File: src/tps_pkg.sv
package tps_pkg;
   // ---------------------------------------------------------------
   // Register map
   // ---------------------------------------------------------------
   localparam logic [3:0] PRESCALE_COUNT_VALUE_ADDR = 4'hA;
   localparam logic [7:0] PRESCALE_COUNT_RESET = 8'hFF;
   // Cycles after reset before count-source edges are trusted
   localparam logic [1:0] SRC_ARM_COUNT = 2'h3;
   // Mode register reset: bits 7..0 = 1 0 1 1 1 111
   localparam logic [7:0] MODE_RESET = 8'hBF;
   localparam int LOW_OSC_BIT = 7;
   localparam int SPARE_BIT = 6;
   localparam int SOURCE_BIT = 5;
   localparam int EDGE_BIT = 4;
   localparam int ASSIGN_BIT = 3;
   localparam int RATE_LSB = 0;

   typedef struct packed {
      logic low_osc_source_select;
      logic spare_storage_bit;
      logic timer_source_select;
      logic count_edge_select;
      logic prescale_assign_watchdog;
      logic [2:0] prescale_rate_select;
   } tps_mode_t;

   // Instruction port to the mode register
   typedef struct packed {
      logic wr;
      logic rd;
      logic [7:0] data;
   } tps_mode_cmd_t;
endpackage

File: src/tps_sync.sv
`timescale 1ns/1ps
module tps_sync (
   input wire logic i_clk,
   input wire logic i_rstn,
   input wire logic i_d,
   output logic o_q
);
   logic s1_reg;
   logic s2_reg;
   always_ff @(posedge i_clk or negedge i_rstn) begin
      if (!i_rstn) begin
         s1_reg <= 1'b0;
         s2_reg <= 1'b0;
      end else begin
         s1_reg <= i_d;
         s2_reg <= s1_reg;
      end
   end
   assign o_q = s2_reg;
endmodule

File: src/tps_timer0_prescaler.sv
`timescale 1ns/1ps
// What this block does
// - The mode register is written and read only by its two instructions.
// - Serving the timer, rate codes 000..111 divide by 2 up to 256.
// - Serving watchdog reset timeout, codes divide by 1 up to 128.
// - Serving watchdog interrupt timeout, codes divide by 2 up to 256.
// - Assign bit 1 gives the prescaler to the watchdog, 0 to the timer.
// - Edge bit 1 counts falling pin edges, 0 counts rising pin edges.
// - The edge bit also picks the counted edge of the low oscillator.
// - Source bit 0 clocks from instruction clock, 1 from pin or low osc.
// - With source 1, low-osc bit 0 picks the pin, 1 the low oscillator.
// - The count register reads the live 8-bit prescaler, reset all ones.
module tps_timer0_prescaler (
   input wire logic i_clk,
   input wire logic i_rstn,
   input wire tps_pkg::tps_mode_cmd_t i_mode_cmd,
   input wire logic i_reg_rd,
   input wire logic [3:0] i_reg_addr,
   input wire logic i_inst_tick,
   input wire logic i_ext_count_pin,
   input wire logic i_low_osc,
   input wire logic i_wdt_tick,
   input wire logic i_wdt_irq_mode,
   input wire logic i_timer_enable,
   output logic [7:0] o_mode_rdata,
   output logic [7:0] o_reg_rdata,
   output logic o_timer_tick,
   output logic o_wdt_tick
);
   // ---------------------------------------------------------------
   // Mode register
   // ---------------------------------------------------------------
   tps_pkg::tps_mode_t mode_reg;
   tps_pkg::tps_mode_t mode_next;
   logic [7:0] mode_rdata_reg;
   logic [7:0] mode_rdata_next;

   always_comb begin
      mode_next = mode_reg;
      mode_rdata_next = mode_rdata_reg;
      if (i_mode_cmd.wr) begin
         mode_next = tps_pkg::tps_mode_t'(i_mode_cmd.data);
      end
      if (i_mode_cmd.rd) begin
         mode_rdata_next = mode_reg;
      end
   end

   always_ff @(posedge i_clk or negedge i_rstn) begin
      if (!i_rstn) begin
         mode_reg <= tps_pkg::tps_mode_t'(tps_pkg::MODE_RESET);
         mode_rdata_reg <= 8'h00;
      end else begin
         mode_reg <= mode_next;
         mode_rdata_reg <= mode_rdata_next;
      end
   end

   // ---------------------------------------------------------------
   // Source selection and edge detection
   // ---------------------------------------------------------------
   logic pin_s;
   logic osc_s;
   logic src_d_reg;
   logic src_d_next;
   logic src_lvl;
   logic src_edge;
   logic timer_src;
   logic [1:0] arm_reg;
   logic [1:0] arm_next;

   tps_sync u_sync_pin (
      .i_clk(i_clk),
      .i_rstn(i_rstn),
      .i_d(i_ext_count_pin),
      .o_q(pin_s)
   );
   tps_sync u_sync_osc (
      .i_clk(i_clk),
      .i_rstn(i_rstn),
      .i_d(i_low_osc),
      .o_q(osc_s)
   );

   always_comb begin
      src_lvl = mode_reg.low_osc_source_select ? osc_s : pin_s;
      src_d_next = src_lvl;
      // Falling edge when edge bit is 1, else rising
      if (mode_reg.count_edge_select) begin
         src_edge = src_d_reg & ~src_lvl;
      end else begin
         src_edge = ~src_d_reg & src_lvl;
      end
      // Synchroniser and edge history reset low; a pin idling high would
      // look like a rising edge, so edges wait until both have settled
      arm_next = arm_reg;
      if (arm_reg != tps_pkg::SRC_ARM_COUNT) begin
         arm_next = arm_reg + 2'h1;
         src_edge = 1'b0;
      end
      timer_src = mode_reg.timer_source_select ? src_edge
                                               : i_inst_tick;
   end

   always_ff @(posedge i_clk or negedge i_rstn) begin
      if (!i_rstn) begin
         src_d_reg <= 1'b0;
         arm_reg <= 2'h0;
      end else begin
         src_d_reg <= src_d_next;
         arm_reg <= arm_next;
      end
   end

   // ---------------------------------------------------------------
   // Shared prescaler
   // ---------------------------------------------------------------
   // Counter runs upward; tap k fires when bit k-1 rolls 1->0, so tap k
   // divides by 2^k (tap 0 every input). Watchdog reset mode uses the tap one lower.
   logic [7:0] pcnt_reg;
   logic [7:0] pcnt_next;
   logic [7:0] pcnt_inc;
   logic to_wdt;
   logic pre_in;
   logic [3:0] tap;
   logic tap_fire;
   logic timer_tick_reg;
   logic timer_tick_next;
   logic wdt_tick_reg;
   logic wdt_tick_next;
   logic [7:0] reg_rdata_reg;
   logic [7:0] reg_rdata_next;

   always_comb begin
      to_wdt = mode_reg.prescale_assign_watchdog;
      pre_in = to_wdt ? i_wdt_tick : (timer_src & i_timer_enable);
      pcnt_inc = pcnt_reg + 8'h01;
      pcnt_next = pre_in ? pcnt_inc : pcnt_reg;
      if (to_wdt && !i_wdt_irq_mode) begin
         tap = {1'b0, mode_reg.prescale_rate_select};
      end else begin
         tap = {1'b0, mode_reg.prescale_rate_select} + 4'h1;
      end
      if (tap == 4'h0) begin
         tap_fire = pre_in;
      end else begin
         tap_fire = pre_in & (&pcnt_reg[tap[2:0] - 3'h1 -: 1])
                    & (pcnt_inc[tap[2:0] - 3'h1] == 1'b0);
         if (tap[2:0] == 3'h0) begin
            tap_fire = pre_in & (pcnt_reg == 8'hFF);
         end
      end
      timer_tick_next = tap_fire & ~to_wdt;
      wdt_tick_next = tap_fire & to_wdt;
      reg_rdata_next = 8'h00;
      if (i_reg_rd && i_reg_addr == tps_pkg::PRESCALE_COUNT_VALUE_ADDR) begin
         reg_rdata_next = pcnt_reg;
      end
   end

   always_ff @(posedge i_clk or negedge i_rstn) begin
      if (!i_rstn) begin
         pcnt_reg <= tps_pkg::PRESCALE_COUNT_RESET;
         timer_tick_reg <= 1'b0;
         wdt_tick_reg <= 1'b0;
         reg_rdata_reg <= 8'h00;
      end else begin
         pcnt_reg <= pcnt_next;
         timer_tick_reg <= timer_tick_next;
         wdt_tick_reg <= wdt_tick_next;
         reg_rdata_reg <= reg_rdata_next;
      end
   end

   assign o_mode_rdata = mode_rdata_reg;
   assign o_reg_rdata = reg_rdata_reg;
   assign o_timer_tick = timer_tick_reg;
   assign o_wdt_tick = wdt_tick_reg;
endmodule

File: config.mk
export PLATFORM = sky130hd
export DESIGN_NAME = tps_timer0_prescaler
export DESIGN_NICKNAME = d
export VERILOG_FILES = /design/src/tps_pkg.sv /design/src/tps_sync.sv /design/src/tps_timer0_prescaler.sv
export SDC_FILE = /design/constraint.sdc
export NUM_CORES = 1
export LEC_CHECK = 0
export BUFFER_PORTS_ARGS = -buffer_cell sky130_fd_sc_hd__buf_4
export CAP_MARGIN = 25
export CORE_MARGIN = 2
export CORE_UTILIZATION = 40
export DETAILED_ROUTE_END_ITERATION = 10
export GPL_ROUTABILITY_DRIVEN = 0
export GPL_TIMING_DRIVEN = 0
export MAX_ROUTING_LAYER = met4
export PLACE_DENSITY = 0.73
export SLEW_MARGIN = 10
export SYNTH_ARGS = -nofsm -noshare
export SYNTH_HDL_FRONTEND = slang
export SYNTH_SLANG_ARGS = --single-unit
File: constraint.sdc
create_clock -name i_clk -period 3.5 [get_ports i_clk]
set_input_delay 0 -clock i_clk [delete_from_list [all_inputs] [get_ports i_clk]]
set_output_delay 0 -clock i_clk [all_outputs]
set_load 0.005 [all_outputs]
==> flow_summary.yaml <==
run_status:
  run_status: "complete, no violations"
finish:
  n_antenna_cell: 0
  syn_to_final_growth_pct: 33.1
  post-route-cell-area_um2: 2390
  drive_gt1_share_pct: 46.5
  final_common_cell: "buf_4"
  utilization_pct: 54.9
  fin_cells: 239
  final_nets: 214
  nFillCells: 350
  layout_common_cells: "38 x buf_4, 26 x dfrtp_1, 17 x mux2_2, 15 x dfstp_2, 11 x dlygate4sd3_1"
grt:
  grt_pass1_vias: 1241
  antenna_found_initial: 0
  grt_pass1_wl_mm: 5.67
  grt_max_degree: 42
  grt.overflow.total: 0
  grt_usage_pct: 14.8
setup_path:
  r2r_slack_ns: 0.81
  start_kind: "flop"
  cp_cell_sequence: "ha_1 > inv_1 > or3_1 > and2_1 > ha_1 > a211oi_1 > a311oi_1 > nand4_1 > and4_1 > nor3b_2"
  worstPathArrival_ns: 2.90
  cp_common_cell: "ha_1"
  worstSetupPathType: "flop to flop"
  critPathRequiredTime_ns: 3.71
  worstRegToRegCells: 10
  worstPathMaxFanout: 7
  reg2reg_from: "mode_reg[0]"
  rr_endpoint: "o_timer_tick"
  crit_path_end_kind: "flop"
  slowest_delay_ns: 0.60
  slowest_stage: "dfstp_2"
clock_tree:
  cts_tree: "built"
  ctsLongestPathBuffers: 2
  root_buffer: "clkbuf_8"
  post-cts-setup-buffers: 0
  htreeDepth: 2
  path_clk_slew_ns: 0.08
  cts_buffers: 5
  insertion_delay_ns: 0.29
  postCtsResizedCells: 0
  cts_sinks: 41
placed_design:
  dp_hpwl_mm: 2.41
  placed_area_um2: 2150
  numPortBuffers: 38
  preCtsSetupSlack_ns: 0.840
  dp_cells: 220
pwr:
  peakVddDrop_mv: 0.339
  cellPowerDensity_nw_per_um2: 572
  power_mw: 1.37
  power.leakage_nw: 1.07
floorplanning:
  die_h_um: 71.0
  dieArea_um2: 5050
  core_area_um2: 4350
  row_count: 24
  start_util_pct: 41.3
  pin_count: 41
  die_x_um: 71.0
sta:
  period_needed_ns: 2.69
  setup_violations: 0
  finalHoldViolCount: 0
  slew_headroom_pct: 66.8
  grt_setup_unrepaired: "false"
  whs_ns: 0.0249
  fin_setup_tns_ns: 0
  drv_slew: 0
  finalCritPeriodShare_pct: 76.8
  maxClockFrequency_ghz: 0.372
  fin_worst_skew_ns: 0.00469
  fin_ws_ns: 0.813
  tightest_slew_ns: 0.498
routing:
  drtPass1Iterations: 4
  drt_iter0_markers: 63
  vias: 1194
  drt-total-wl_mm: 3.34
  viasPerCell: 5.00
  drc: 0
  ant_nets: 0
  wl_per_cell_um: 14.0
logic_synthesis:
  synth_enable_flop_cells: 0
  synthDistinctLibCells: 38
  synth_area_um2: 1800
  synthCells: 130
  synth.net_count: 158
  async_flop_share_pct: 100
  synth_warnings: 0
  dominantRegCellSynth: "dfrtp_1"
  syn-mean-instance-area_um2: 13.8
  ys_seq_area_share_pct: 58.1
  ys_ff_latch: 41
hold_path:
  whs_path_depth: 3
  worstHoldStart: "i_wdt_tick"
  min_to: "o_wdt_tick"
  min_path_type: "primary input to flop"
run:
  maxCapViolations: 0
[where the power goes]
| group | internal (mW) | switching, mW | total (mW) |
|---|---|---|---|
| Combinational | 0.163 | 0.123 | 0.286 |
| Clock | 0.283 | 0.158 | 0.441 |
| Sequential | 0.569 | 0.0733 | 0.643 |
| Total | 1.02 | 0.354 | 1.37 |
[critical path: cells and delay by family, from the launching register on]
| kind | cells | cell delay [ns] |
|---|---|---|
| AOI/OAI and AO/OA | 2 | 0.35 |
| buffers and inverters | 1 | 0.05 |
| and+or+nand+nor | 5 | 1.07 |
| adders and majority gates | 2 | 0.55 |
| DFF | 1 | 0.60 |
[logic make-up after synthesis]
group                      after synthesis  synth area share [%]
adders and majority gates                5                  3.48
xor gates and xnor gates                 9                  4.80
buffers and inverters                    3                 0.626
DFF                                     41                  58.1
muxes                                   21                  13.6
and+or+nand+nor                         43                  15.0
AOI/OAI and AO/OA                        8                  4.31
[repair_timing]
item,in CTS,in global routing
setup endpoints to repair,0,0
hold endpoints to repair,36,0
hold buffers,11,0
[synthesized netlist by cell type (all sizes together) (3+ instances only)]
| cell type | number | area (um^2) |
|---|---|---|
| nor2 | 5 | 18.8 |
| and4 | 3 | 26.3 |
| dfrtp | 26 | 651 |
| nand2 | 6 | 22.5 |
| nand4 | 3 | 25.0 |
| dfstp | 15 | 394 |
| and2 | 11 | 70.1 |
| mux2 | 19 | 221 |
| nand3 | 4 | 20.0 |
| xnor2 | 7 | 61.3 |
| ha | 5 | 62.6 |
[metal layers]
layer	track usage [%]	up-vias	wire, um
met1	16.6	592	1350
met2	25.5	20	1850
li1	-	576	-
met3	4.13	6	108
met4	4.40	0	26
met5	-	-	0
[how the worst max path moves through the flow]
stage                               to        start
after detailed placement  o_timer_tick  mode_reg[0]
after global placement    o_timer_tick  mode_reg[0]
final                     o_timer_tick  mode_reg[0]
after CTS                 o_timer_tick  mode_reg[0]
after global routing      o_timer_tick  mode_reg[0]
after floorplan           o_timer_tick  mode_reg[0]
[final cells by class]
type | instances | area, um^2 | share of cell area (%)
sequential | 41 | 1040 | 43.7
timing repair buffer | 49 | 395 | 16.5
buffer | 2 | 7.51 | 0.314
tap | 52 | 65.1 | 2.72
multi-input combinational | 86 | 742 | 31.0
clock buffer | 5 | 68.8 | 2.88
clock inverter | 3 | 65.1 | 2.72
inverter | 1 | 3.75 | 0.157
Note: power is estimated with default switching activity, not from simulation.
